===== src/hw/xmem_decoder_pkg.sv =====
// Constants and types shared by the extended memory decoder.
package xmem_decoder_pkg;

   // Targets of a decoded request.
   typedef enum logic [2:0] {
      TGT_DRAM  = 3'b000,
      TGT_HUB   = 3'b001,
      TGT_AGP   = 3'b010,
      TGT_GFX   = 3'b011,
      TGT_ABORT = 3'b100
   } target_type;

   // Requesting interface.
   typedef enum logic [1:0] {
      SRC_CPU = 2'b00,
      SRC_HUB = 2'b01,
      SRC_AGP = 2'b10
   } source_type;

   // Register byte offsets.
   localparam logic [7:0] OFF_CTRL = 8'h00;
   localparam logic [7:0] OFF_TOM = 8'h04;
   localparam logic [7:0] OFF_WMEM_BASE = 8'h08;
   localparam logic [7:0] OFF_WMEM_LIMIT = 8'h0C;
   localparam logic [7:0] OFF_WPF_BASE = 8'h10;
   localparam logic [7:0] OFF_WPF_LIMIT = 8'h14;
   localparam logic [7:0] OFF_APER_BASE = 8'h18;
   localparam logic [7:0] OFF_APER_SIZE = 8'h1C;
   localparam logic [7:0] OFF_GLM_BASE = 8'h20;
   localparam logic [7:0] OFF_GLM_SIZE = 8'h24;
   localparam logic [7:0] OFF_GMM_BASE = 8'h28;
   localparam logic [7:0] OFF_GMM_SIZE = 8'h2C;
   localparam logic [7:0] OFF_STATUS = 8'h30;
   localparam int NUM_CFG = 12;

   // Control register field positions.
   localparam int CTRL_FIXED_HOLE_BIT = 0;
   localparam int CTRL_HIGH_PROTECTED_SEGMENT_EN_BIT = 1;
   localparam int CTRL_TOP_PROTECTED_SEGMENT_EN_BIT = 2;
   localparam int CTRL_COMPAT_EN_BIT = 3;
   localparam int CTRL_AGP_MODE_BIT = 4;
   localparam int CTRL_VGA_EN_BIT = 5;
   localparam int CTRL_MONO_BIT = 6;
   localparam int CTRL_TOP_PROTECTED_SEGMENT_SIZE_BIT = 7;
   localparam int CTRL_FB_EN_BIT = 8;
   localparam int CTRL_FB_SIZE_BIT = 9;

   // Reset values.
   localparam logic [31:0] CFG_RESET = 32'h0000_0000;
   localparam logic [31:0] STATUS_RESET = 32'h0000_0000;

   // Address map.
   localparam logic [31:0] ONE_MB = 32'h0010_0000;
   localparam logic [31:0] TOM_MAX = 32'h2000_0000;
   localparam logic [31:0] HOLE_LO = 32'h00F0_0000;
   localparam logic [31:0] HOLE_HI = 32'h00FF_FFFF;
   localparam logic [31:0] COMPAT_LO = 32'h000A_0000;
   localparam logic [31:0] COMPAT_HI = 32'h000B_FFFF;
   localparam logic [31:0] MONO_LO = 32'h000B_0000;
   localparam logic [31:0] MONO_HI = 32'h000B_7FFF;
   localparam logic [31:0] HIGH_PROTECTED_SEGMENT_LO = 32'hFEEA_0000;
   localparam logic [31:0] HIGH_PROTECTED_SEGMENT_HI = 32'hFEEB_FFFF;
   localparam logic [31:0] HIGH_PROTECTED_SEGMENT_DRAM_MASK = 32'h000F_FFFF;
   localparam logic [31:0] IOAPIC_LO = 32'hFEC0_0000;
   localparam logic [31:0] IOAPIC_HI = 32'hFECF_FFFF;
   localparam logic [31:0] HUBFIX_LO = 32'hFED0_0000;
   localparam logic [31:0] HUBFIX_HI = 32'hFFDF_FFFF;
   localparam logic [31:0] BIOS_LO = 32'hFFE0_0000;
   localparam logic [31:0] SEG_SMALL = 32'h0008_0000;
   localparam logic [31:0] SEG_LARGE = 32'h0010_0000;

endpackage


===== src/hw/xmem_decoder.sv =====
// Extended memory and management RAM address decoder with APB registers.
// Notes on behaviour
// (RL1) 1 MB to capped ceiling goes to DRAM.
// (RL2) Enabled 15-16 MB hole goes to hub.
// (RL3) DRAM under the hole is not relocated.
// (RL4) Management high segment maps onto A0000h-BFFFFh.
// (RL5) Non-management high segment access is aborted.
// (RL6) Write-backs to high segment still translated.
// (RL7) Management top segment reaches DRAM untranslated.
// (RL8) Non-management top segment aborts, write-backs excepted.
// (RL9) Top segment is 512 KB or 1 MB.
// (RL10) Hub and AGP masters never reach management memory.
// (RL11) Compatible space A0000h-BFFFFh is untranslated.
// (RL12) High segment decoded at FEEA0000h-FEEBFFFFh.
// (RL13) Ceiling to 4 GB defaults to hub.
// (RL14) Graphics mode ranges go to graphics unit.
// (RL15) AGP mode windows go to AGP port.
// (RL16) AGP mode aperture goes to DRAM.
// (RL17) I/O interrupt controllers go to hub only.
// (RL18) FED00000h-FFDFFFFFh goes to hub, except the enabled high segment.
// (RL19) Top 2 MB boot firmware goes to hub.
// (RL20) Frame buffer window sits below top segment.
// (RL21) Software keeps aperture off A0000h-FFFFFh.
// (RL22) Software keeps segments clear, compatible uncached.
// (RL23) High segment disables compatible; video steering.
// (RL24) Management status taken per request sideband.
//
// The register offsets and the APB interface to the registers are this design's own decisions.
`timescale 1ns/1ns
`default_nettype none

module xmem_decoder
   import xmem_decoder_pkg::*;
(
   input wire logic CLK,
   input wire logic RST_N,
   input wire logic PSEL,
   input wire logic PENABLE,
   input wire logic PWRITE,
   input wire logic [7:0] PADDR,
   input wire logic [31:0] PWDATA,
   output logic [31:0] PRDATA,
   output logic PREADY,
   output logic PSLVERR,
   input wire logic REQ_VALID,
   input wire logic [31:0] REQ_ADDR,
   input wire logic [1:0] REQ_SRC,
   input wire logic REQ_SMM,
   input wire logic REQ_WRITEBACK,
   output logic RSP_VALID,
   output logic [2:0] RSP_TARGET,
   output logic [31:0] RSP_ADDR
);

   logic [31:0] cfg_reg [0:NUM_CFG-1];
   logic [31:0] status_reg;
   logic [31:0] ctrl;
   logic [31:0] tom_eff;
   logic [31:0] top_protected_segment_size;
   logic [31:0] top_protected_segment_base;
   logic [31:0] fb_size;
   logic [31:0] fb_base;
   logic hole_en, high_protected_segment_en, top_protected_segment_en, compat_en, agp_mode, vga_en, mono;
   logic fb_en, is_cpu, smm_ok, wb_ok;
   logic hit_high_protected_segment, hit_top_protected_segment, hit_compat, hit_fb;
   target_type tgt_next;
   logic [31:0] addr_next;
   logic apb_setup, apb_access, addr_mapped;
   logic [3:0] cfg_idx;

   function automatic logic in_range(input logic [31:0] a,
                                     input logic [31:0] lo,
                                     input logic [31:0] hi);
      in_range = (a >= lo) && (a <= hi);
   endfunction

   function automatic logic in_sized(input logic [31:0] a,
                                     input logic [31:0] base,
                                     input logic [31:0] size);
      in_sized = (size != 32'h0000_0000) && (a >= base) &&
                 ((a - base) < size);
   endfunction

   // Configuration fields.
   assign ctrl = cfg_reg[OFF_CTRL[5:2]];
   assign hole_en = ctrl[CTRL_FIXED_HOLE_BIT];
   assign high_protected_segment_en = ctrl[CTRL_HIGH_PROTECTED_SEGMENT_EN_BIT];
   assign top_protected_segment_en = ctrl[CTRL_TOP_PROTECTED_SEGMENT_EN_BIT];
   // The compatible space is forced off while the high segment is on.
   assign compat_en = ctrl[CTRL_COMPAT_EN_BIT] & ~high_protected_segment_en; // RL23
   assign agp_mode = ctrl[CTRL_AGP_MODE_BIT];
   assign vga_en = ctrl[CTRL_VGA_EN_BIT];
   assign mono = ctrl[CTRL_MONO_BIT];
   assign fb_en = ctrl[CTRL_FB_EN_BIT] & ~agp_mode; // RL20

   // The ceiling is capped so a bad write cannot claim PCI space.
   assign tom_eff = (cfg_reg[OFF_TOM[5:2]] > TOM_MAX) ?
                    TOM_MAX : cfg_reg[OFF_TOM[5:2]]; // RL1
   assign top_protected_segment_size = ctrl[CTRL_TOP_PROTECTED_SEGMENT_SIZE_BIT] ?
                      SEG_LARGE : SEG_SMALL; // RL9
   assign top_protected_segment_base = tom_eff - top_protected_segment_size; // RL9
   assign fb_size = ctrl[CTRL_FB_SIZE_BIT] ? SEG_LARGE : SEG_SMALL;
   assign fb_base = top_protected_segment_base - fb_size; // RL20

   // Management status and write-back flag come with each request.
   assign is_cpu = (REQ_SRC == SRC_CPU);
   assign smm_ok = is_cpu & REQ_SMM; // RL24
   assign wb_ok = is_cpu & REQ_WRITEBACK; // RL6

   assign hit_high_protected_segment = high_protected_segment_en & in_range(REQ_ADDR, HIGH_PROTECTED_SEGMENT_LO, HIGH_PROTECTED_SEGMENT_HI); // RL12
   assign hit_top_protected_segment = top_protected_segment_en &
                     in_range(REQ_ADDR, top_protected_segment_base, tom_eff - 32'h1); // RL7 RL8
   assign hit_compat = in_range(REQ_ADDR, COMPAT_LO, COMPAT_HI);
   assign hit_fb = fb_en & in_range(REQ_ADDR, fb_base, top_protected_segment_base - 32'h1);

   always_comb begin
      tgt_next = TGT_HUB; // RL13
      addr_next = REQ_ADDR;
      if (hit_high_protected_segment) begin
         // Write-backs must land so dirty lines are not lost.
         if (smm_ok || wb_ok) begin
            tgt_next = TGT_DRAM; // RL4 RL6
            addr_next = REQ_ADDR & HIGH_PROTECTED_SEGMENT_DRAM_MASK; // RL4
         end else begin
            tgt_next = TGT_ABORT; // RL5 RL10
         end
      end else if (hit_top_protected_segment) begin
         if (smm_ok || wb_ok) begin
            tgt_next = TGT_DRAM; // RL7 RL8
         end else begin
            tgt_next = TGT_ABORT; // RL8 RL10
         end
      end else if (hit_compat) begin
         if (compat_en && smm_ok) begin
            tgt_next = TGT_DRAM; // RL11
         end else if (vga_en &&
                      !(mono && in_range(REQ_ADDR, MONO_LO, MONO_HI))) begin
            tgt_next = agp_mode ? TGT_AGP : TGT_GFX; // RL23
         end else begin
            tgt_next = TGT_HUB; // RL23
         end
      end else if (REQ_ADDR < COMPAT_LO) begin
         tgt_next = TGT_DRAM;
      end else if (REQ_ADDR < ONE_MB) begin
         tgt_next = TGT_HUB;
      end else if (REQ_ADDR < tom_eff) begin
         if (hole_en && in_range(REQ_ADDR, HOLE_LO, HOLE_HI)) begin
            // Hidden DRAM stays hidden; no remap above the ceiling.
            tgt_next = TGT_HUB; // RL2 RL3
         end else if (hit_fb) begin
            tgt_next = TGT_GFX; // RL20
         end else begin
            tgt_next = TGT_DRAM; // RL1
         end
      end else if (in_range(REQ_ADDR, IOAPIC_LO, IOAPIC_HI)) begin
         tgt_next = TGT_HUB; // RL17
      end else if (in_range(REQ_ADDR, HUBFIX_LO, HUBFIX_HI)) begin
         tgt_next = TGT_HUB; // RL18
      end else if (REQ_ADDR >= BIOS_LO) begin
         tgt_next = TGT_HUB; // RL19
      end else if (!agp_mode) begin
         if (in_sized(REQ_ADDR, cfg_reg[OFF_GLM_BASE[5:2]],
                      cfg_reg[OFF_GLM_SIZE[5:2]]) ||
             in_sized(REQ_ADDR, cfg_reg[OFF_GMM_BASE[5:2]],
                      cfg_reg[OFF_GMM_SIZE[5:2]])) begin
            tgt_next = TGT_GFX; // RL14
         end
      end else begin
         if (in_sized(REQ_ADDR, cfg_reg[OFF_APER_BASE[5:2]],
                      cfg_reg[OFF_APER_SIZE[5:2]])) begin
            tgt_next = TGT_DRAM; // RL16
         end else if (in_range(REQ_ADDR, cfg_reg[OFF_WMEM_BASE[5:2]],
                               cfg_reg[OFF_WMEM_LIMIT[5:2]]) ||
                      in_range(REQ_ADDR, cfg_reg[OFF_WPF_BASE[5:2]],
                               cfg_reg[OFF_WPF_LIMIT[5:2]])) begin
            tgt_next = TGT_AGP; // RL15
         end
      end
   end

   // Decoded answer, one cycle after the request.
   always_ff @(posedge CLK) begin
      if (!RST_N) begin
         RSP_VALID <= 1'b0;
         RSP_TARGET <= TGT_HUB;
         RSP_ADDR <= 32'h0000_0000;
      end else begin
         RSP_VALID <= REQ_VALID;
         if (REQ_VALID) begin
            RSP_TARGET <= tgt_next;
            RSP_ADDR <= addr_next;
         end
      end
   end

   // Status keeps the last decode so software can see the block's state.
   always_ff @(posedge CLK) begin
      if (!RST_N) begin
         status_reg <= STATUS_RESET;
      end else if (REQ_VALID) begin
         status_reg <= {24'h00_0000, 1'b0, hit_top_protected_segment, hit_high_protected_segment,
                        (tgt_next == TGT_ABORT), 1'b0, tgt_next};
      end
   end

   // APB slave: zero wait states, error on unmapped offsets.
   assign apb_setup = PSEL & ~PENABLE;
   assign apb_access = PSEL & PENABLE;
   assign cfg_idx = PADDR[5:2];
   assign addr_mapped = (PADDR[1:0] == 2'b00) &&
                        ((PADDR <= OFF_GMM_SIZE) || (PADDR == OFF_STATUS));
   assign PREADY = 1'b1;
   assign PSLVERR = apb_access & ~addr_mapped;

   always_ff @(posedge CLK) begin
      if (!RST_N) begin
         for (int i = 0; i < NUM_CFG; i++) begin
            cfg_reg[i] <= CFG_RESET;
         end
      end else if (apb_access && PWRITE && addr_mapped &&
                   PADDR != OFF_STATUS) begin
         cfg_reg[cfg_idx] <= PWDATA;
      end
   end

   always_ff @(posedge CLK) begin
      if (!RST_N) begin
         PRDATA <= 32'h0000_0000;
      end else if (apb_setup && !PWRITE) begin
         if (!addr_mapped) begin
            PRDATA <= 32'h0000_0000;
         end else if (PADDR == OFF_STATUS) begin
            PRDATA <= status_reg;
         end else begin
            PRDATA <= cfg_reg[cfg_idx];
         end
      end
   end
endmodule

`default_nettype wire


===== config.mk =====
export PLATFORM = sky130hd
export DESIGN_NAME = xmem_decoder
export DESIGN_NICKNAME = d
export VERILOG_FILES = /design/src/hw/xmem_decoder_pkg.sv /design/src/hw/xmem_decoder.sv
export SDC_FILE = /design/constraint.sdc
export NUM_CORES = 2
export LEC_CHECK = 0
export ABC_AREA = 1
export BUFFER_PORTS_ARGS = -buffer_cell sky130_fd_sc_hd__buf_2
export CAP_MARGIN = 10
export CORE_ASPECT_RATIO = 0.8
export CORE_MARGIN = 1
export CORE_UTILIZATION = 50
export DETAILED_ROUTE_END_ITERATION = 8
export PLACE_DENSITY = 0.67
export SLEW_MARGIN = 40
export SYNTH_ARGS = -nofsm -noshare
export SYNTH_HDL_FRONTEND = slang
export SYNTH_SLANG_ARGS = --single-unit

===== constraint.sdc =====
create_clock -name CLK -period 6.11 [get_ports CLK]
set_input_delay 1.222 -clock CLK [delete_from_list [all_inputs] [get_ports CLK]]
set_output_delay 1.222 -clock CLK [all_outputs]
set_load 0.02 [all_outputs]

**Word level (Yosys, flattened, before mapping)**

Memories as Yosys holds them, arrays and structs flattened.
Cells that the tools add are included.

- Bits in writable memories: 384
- Register bits after elaboration: 74
- Output and inout port bits: 70
- Input port bits: 82
- Logic and storage cells: 132
- Memories kept: 1

- Add/sub/neg operators: 7
- Reductions and logical operators: 37
- Bitwise logic cells: 14
- Muxes and demuxes: 33
- Equality and inequality tests: 3
- Order comparisons: 32

Memories:

| name | depth | width | rd ports | clocked after memory_dff | write ports | RTL line | RTL |
|---|---|---|---|---|---|---|---|
| cfg_reg | 12 | 32 | 13 | 0 | 12 | xmem_decoder.sv:55 | `logic [31:0] cfg_reg [0:NUM_CFG-1];` |

Operators with widths:

| operator | number |
|---|---|
| $ge A32 B32 Y1 | 7 |
| $mux W32 | 6 |
| $ge A32 B32 Y1 const B | 4 |
| $le A32 B32 Y1 | 4 |
| $lt A32 B32 Y1 | 4 |
| $le A32 B32 Y1 const B | 3 |
| $reduce_bool A32 Y1 | 3 |
| $sub A32 B32 Y32 | 3 |
| $ge A32 B20 Y1 const B | 2 |
| $le A32 B20 Y1 const B | 2 |
| $sub A32 B1 Y32 const B | 2 |
| $sub A32 B21 Y32 | 2 |
| $mux W21 | 2 |
| $mux W3 | 11 |
| $ge A32 B24 Y1 const B | 1 |
| $gt A32 B30 Y1 const B | 1 |
| $le A32 B24 Y1 const B | 1 |
| $lt A32 B20 Y1 const B | 1 |
| $lt A32 B21 Y1 const B | 1 |
| $reduce_or A32 Y1 | 1 |
| $logic_and A1 B1 Y1 | 25 |
| $mux W2 | 7 |
| $and A1 B1 Y1 | 10 |
| $eq A8 B6 Y1 const B | 1 |
| 9 further kinds | 22 |

**Logic depth before layout (Yosys ltp)**

An unclocked memory read counts as a cell.

- Word-level depth: 17
- Mapped depth: 40
- Gate-level depth less buffers: 37

**Worst setup path before layout**

OpenSTA, ideal clock, no wires.

- Path type: input port to flip-flop
- Start point: in REQ_ADDR[0]
- End point: reg RSP_TARGET[1]
- Arrival: 5.244 ns
- Setup time: 0.115 ns
- Slack: 0.751 ns
- Data required time: 5.995 ns
- Path buffers: 0
- Cell stages on the path: 36
- Path through: inv_1 > ha_1 > inv_1 > fa_1 > nand3_1 > nand2_1 > nand3_1 > nand2_1 > nand3_1 > nand2_1 > a21boi_0 > o21bai_1 > a21oi_1 > o21bai_1 > a21boi_0 > o21bai_1 > nand3_1 > nand2_1 > nand2_1 > nand2_1 > ha_1 > nand2_1 > inv_1 > nand3_1 > nor3_1 > nor4b_1 > nand2_1 > nand3b_1 > nand2_1 > nand2_1 > nand2_1 > nand2_1 > nand2_1 > nand2_1 > nand3_1 > and3_1

- Longest elaborated chain between the ends: 15
- Elaborated cells on any way between the ends: 75
- Classes of those cells: 3 x add/sub; 30 x order compare; 17 x mux; 3 x bitwise; 22 x reduce/logical

Ends and longest elaborated chain:

| element | RTL line | RTL |
|---|---|---|
| start, declared | xmem_decoder.sv:46 | `input wire logic [31:0] REQ_ADDR,` |
| $sub A32 B32 Y32, or another cell as far along | xmem_decoder.sv:81 | `((a - base) < size);` |
| $lt A32 B32 Y1, or another cell as far along | xmem_decoder.sv:81 |  |
| $logic_and A1 B1 Y1 or $logic_or A1 B1 Y1 (tied branches) | xmem_decoder.sv:80, xmem_decoder.sv:173 |  |
| $logic_or A1 B1 Y1 or $mux W2 (tied branches) | xmem_decoder.sv:163, xmem_decoder.sv:172 |  |
| $mux W2, on equally long branches | xmem_decoder.sv:162, xmem_decoder.sv:169 |  |
| $mux W3 | xmem_decoder.sv:161 | `end else if (!agp_mode) begin` |
| $mux W3 | xmem_decoder.sv:159 | `end else if (REQ_ADDR >= BIOS_LO) begin` |
| $mux W3 | xmem_decoder.sv:157 | `end else if (in_range(REQ_ADDR, HUBFIX_LO, HUBFIX_HI)) begin` |
| $mux W3 | xmem_decoder.sv:155 | `end else if (in_range(REQ_ADDR, IOAPIC_LO, IOAPIC_HI)) begin` |
| $mux W3 | xmem_decoder.sv:146 | `end else if (REQ_ADDR < tom_eff) begin` |
| $mux W3 | xmem_decoder.sv:144 | `end else if (REQ_ADDR < ONE_MB) begin` |
| $mux W3 | xmem_decoder.sv:142 | `end else if (REQ_ADDR < COMPAT_LO) begin` |
| $mux W3 | xmem_decoder.sv:133 | `end else if (hit_compat) begin` |
| $mux W3 | xmem_decoder.sv:127 | `end else if (hit_top_protected_segment) begin` |
| $mux W3 (*) | xmem_decoder.sv:119 | `if (hit_high_protected_segment) begin` |
| end signal, assigned | xmem_decoder.sv:190 | `RSP_TARGET <= tgt_next;` |
| end, declared | xmem_decoder.sv:51 | `output logic [2:0] RSP_TARGET,` |

Mark *: on every way between the ends. The rest lies on a longest branch, timed or not.
A chain may end at the register's enable or synchronous reset.

**Worst setup path in the final report**

Same ends and word-level chain as after synthesis.

==> metrics.txt <==
CTS Sinks=464; initial antenna violation count=2; worst skew pair latency=0.64 ns; CTS root buf=clkbuf_16; Worst-Margin Slew=0.865 ns; CP Max Fanout=2; initial core utilization=50.9%; Avg Inst Size Synth=8.25 um^2; # Max-Cap Violations=0; pin count of the biggest net entering global routing=64; Sw Pwr=2.88 mW; Largest register FFs=392; row cnt=84; Setup CP Type=input pin to flop; final net count=4,752; Total GRT Usage=33.4%; peak supply drop=0.000210 V; final count of pins violating max slew=0; Net Sw Frac=31.5%; sequential element share of the synthesized area=39.2%; Routed WL=115,000 um; Post-synth EDFFs=392; Reg power frac=40.0%; count of cell types in the netlist=61; DR iter-0 viols=3,432; Post-Syn Area=33,700 um^2; DRC Markers=0; Placed Instance Area=35,700 um^2; commonest cells after routing, fill and taps aside=nor2_1, nand2_1, inv_1; crit-path max cell delay=0.30 ns; asr flop ratio synth=0%; layout cells sized above 1=8.86%; GPL Wtd Cong=0.998; IO Pins=152; IO Port Bufs=150; Clock transition at path regs=0.06 ns; CTS Hold Bufs=0; commonest non-fill, non-tap cell in the layout=nor2_1; Slew Limit Headroom=42.3%; GRT Residual Overflow=0; status=finished, final reports clean; final instance area=37,500 um^2; Final Hold Vio Count=0; Pwr Total=9.15 mW; share of total power in combinational logic=23.3%; number of vias in the routed layout=30,200; final setup vio count=0; crit share post-route=92.6%; Crit path top cell by count=nand2_1; Die X-Extent=292 um; die height=234 um; clock share of power=36.7%; top_reg_cell synth=edfxtp_1; postcts setup bufs=0; RSZ-0062 raised after global routing=false; CP Data Arrival Time=6.15 ns; CTS Buffer Depth=3; slowest CP cell=ha_1; CTS tree=done; Cells after Synth=4,087; Hold WC Path Type=flop to flop; crit path capture type=flop; pwr/cell area=244 nW/um^2; # diodes=0; Worst Setup Start Kind=input pin; antenna viol nets, final=0; Min Clock Period, post-route=5.66 ns; DIE AREA=68,500 um^2; area grow syn2layout=11.3%; Num CTS Buffers=51; Fin Hold WS=0.464 ns; clk_skew=0.0459 ns; Lkg Pwr=17.3 nW; Data required, critical path=6.60 ns; first-pass GRT wire length=171,000 um; vias in the first global route=28,300; Fmax=177 MHz; Power Internal=6.27 mW; WL per Instance=22.4 um; 1st-pass router iterations=6; post-synthesis register bit count=464; Bufs and invs on worst path=6; post-CTS sizing=0; Core Box Area=66,200 um^2; Post-DP HPWL=88,000 um; top cell family by delay on the critical path=simple AND/OR/NAND/NOR gates; CTS H-tree depth=2; Synthesis Warnings=0; mean number of vias per cell=5.86
[worst min-delay path, cell delays in order (launching register included)]
cell	delay, ns
dfxtp_1	0.30
nand2_1	0.06
a21oi_1	0.06
[synthesized netlist by cell type, drive strengths merged (2+ instances only)]
| cell | number | area [um^2] |
|---|---|---|
| nand2 | 601 | 2270 |
| nor2 | 619 | 2410 |
| ha | 420 | 5260 |
| nor4 | 30 | 203 |
| xor2 | 105 | 935 |
| o22ai | 51 | 319 |
| o31ai | 7 | 57.6 |
| conb | 2 | 7.51 |
| or2 | 2 | 12.5 |
| o21bai | 7 | 52.6 |
| nand3b | 4 | 30.0 |
| nor4b | 2 | 17.5 |
| a2111oi | 3 | 26.3 |
| and3 | 4 | 25.0 |
| a211oi | 12 | 90.1 |
| inv | 593 | 2230 |
| a21oi | 341 | 1720 |
| xnor2 | 31 | 272 |
| dfxtp | 72 | 1440 |
| a21o | 5 | 37.5 |
| o21a | 11 | 82.6 |
| buf | 17 | 105 |
| nand3 | 127 | 663 |
| a221oi | 17 | 149 |
| o221ai | 57 | 499 |
| nand4 | 71 | 444 |
| a21boi | 6 | 45.0 |
| a22oi | 47 | 353 |
| nor3 | 50 | 265 |
| clkbuf | 130 | 488 |
| a31oi | 18 | 113 |
| o211ai | 21 | 158 |
| edfxtp | 392 | 11800 |
| o21ai | 199 | 1000 |
| fa | 5 | 100 |
[stage by stage]
step                setup TNS, ns  util, %  setup slack (ns)  std cells
floorplan                       0        -             0.751       4096
global placement          -0.0753     54.0           -0.0753       5052
detailed placement         -0.155     54.0            -0.155       5052
CTS                             0     56.6             0.364       5147
global route                    0     56.7            0.0515       5147
finish                          0     56.7             0.455       5147
[routing by layer]
metal	global-route usage [%]	vias to the layer above	share of wire, %
met1	47.7	14200	43
met4	9.57	0	2.7
met3	8.32	173	13
li1	-	14300	-
met2	50.0	1531	41
met5	0	-	0
[kinds of logic after synthesis]
logic type / share of synthesized area (%)
and+or+nand+nor: 18.9
AOI/OAI and AO/OA: 14.1
buffers and inverters: 8.36
DFF: 39.2
adders and majority gates: 15.9
xor gates and xnor gates: 3.58
other: 0.0223
[power groups by stage]
stage / Combinational (mW) / Clock [mW] / Sequential, mW
after floorplan: 1.38 / 0 / 3.71
after global placement: 2.04 / 0 / 3.72
after detailed placement: 2.07 / 0 / 3.72
after CTS: 2.08 / 3.37 / 3.66
after global routing: 2.36 / 3.49 / 3.67
final: 2.13 / 3.36 / 3.66
[area by class of cell]
cell class	instances	area, um^2
clock inverter	24	317
fill	6159	28700
timing repair buffer	243	1470
tap	860	1080
inverter	593	2230
multi-input combinational	2892	17800
sequential	464	13200
clock buffer	71	1450
[worst paths after layout]
kind | start | endpoint | slack [ns] | cells after the start
worst max register to register | cfg_reg[1][3] | RSP_TARGET[1] | 0.56 | 32
worst min-delay path | PRDATA[21] | PRDATA[21] | 0.46 | 2
worst max-delay path | REQ_ADDR[0] | RSP_TARGET[1] | 0.45 | 38
worst min register to register | PRDATA[21] | PRDATA[21] | 0.46 | 2
No activity file was read; power rests on OpenSTA's default activity.
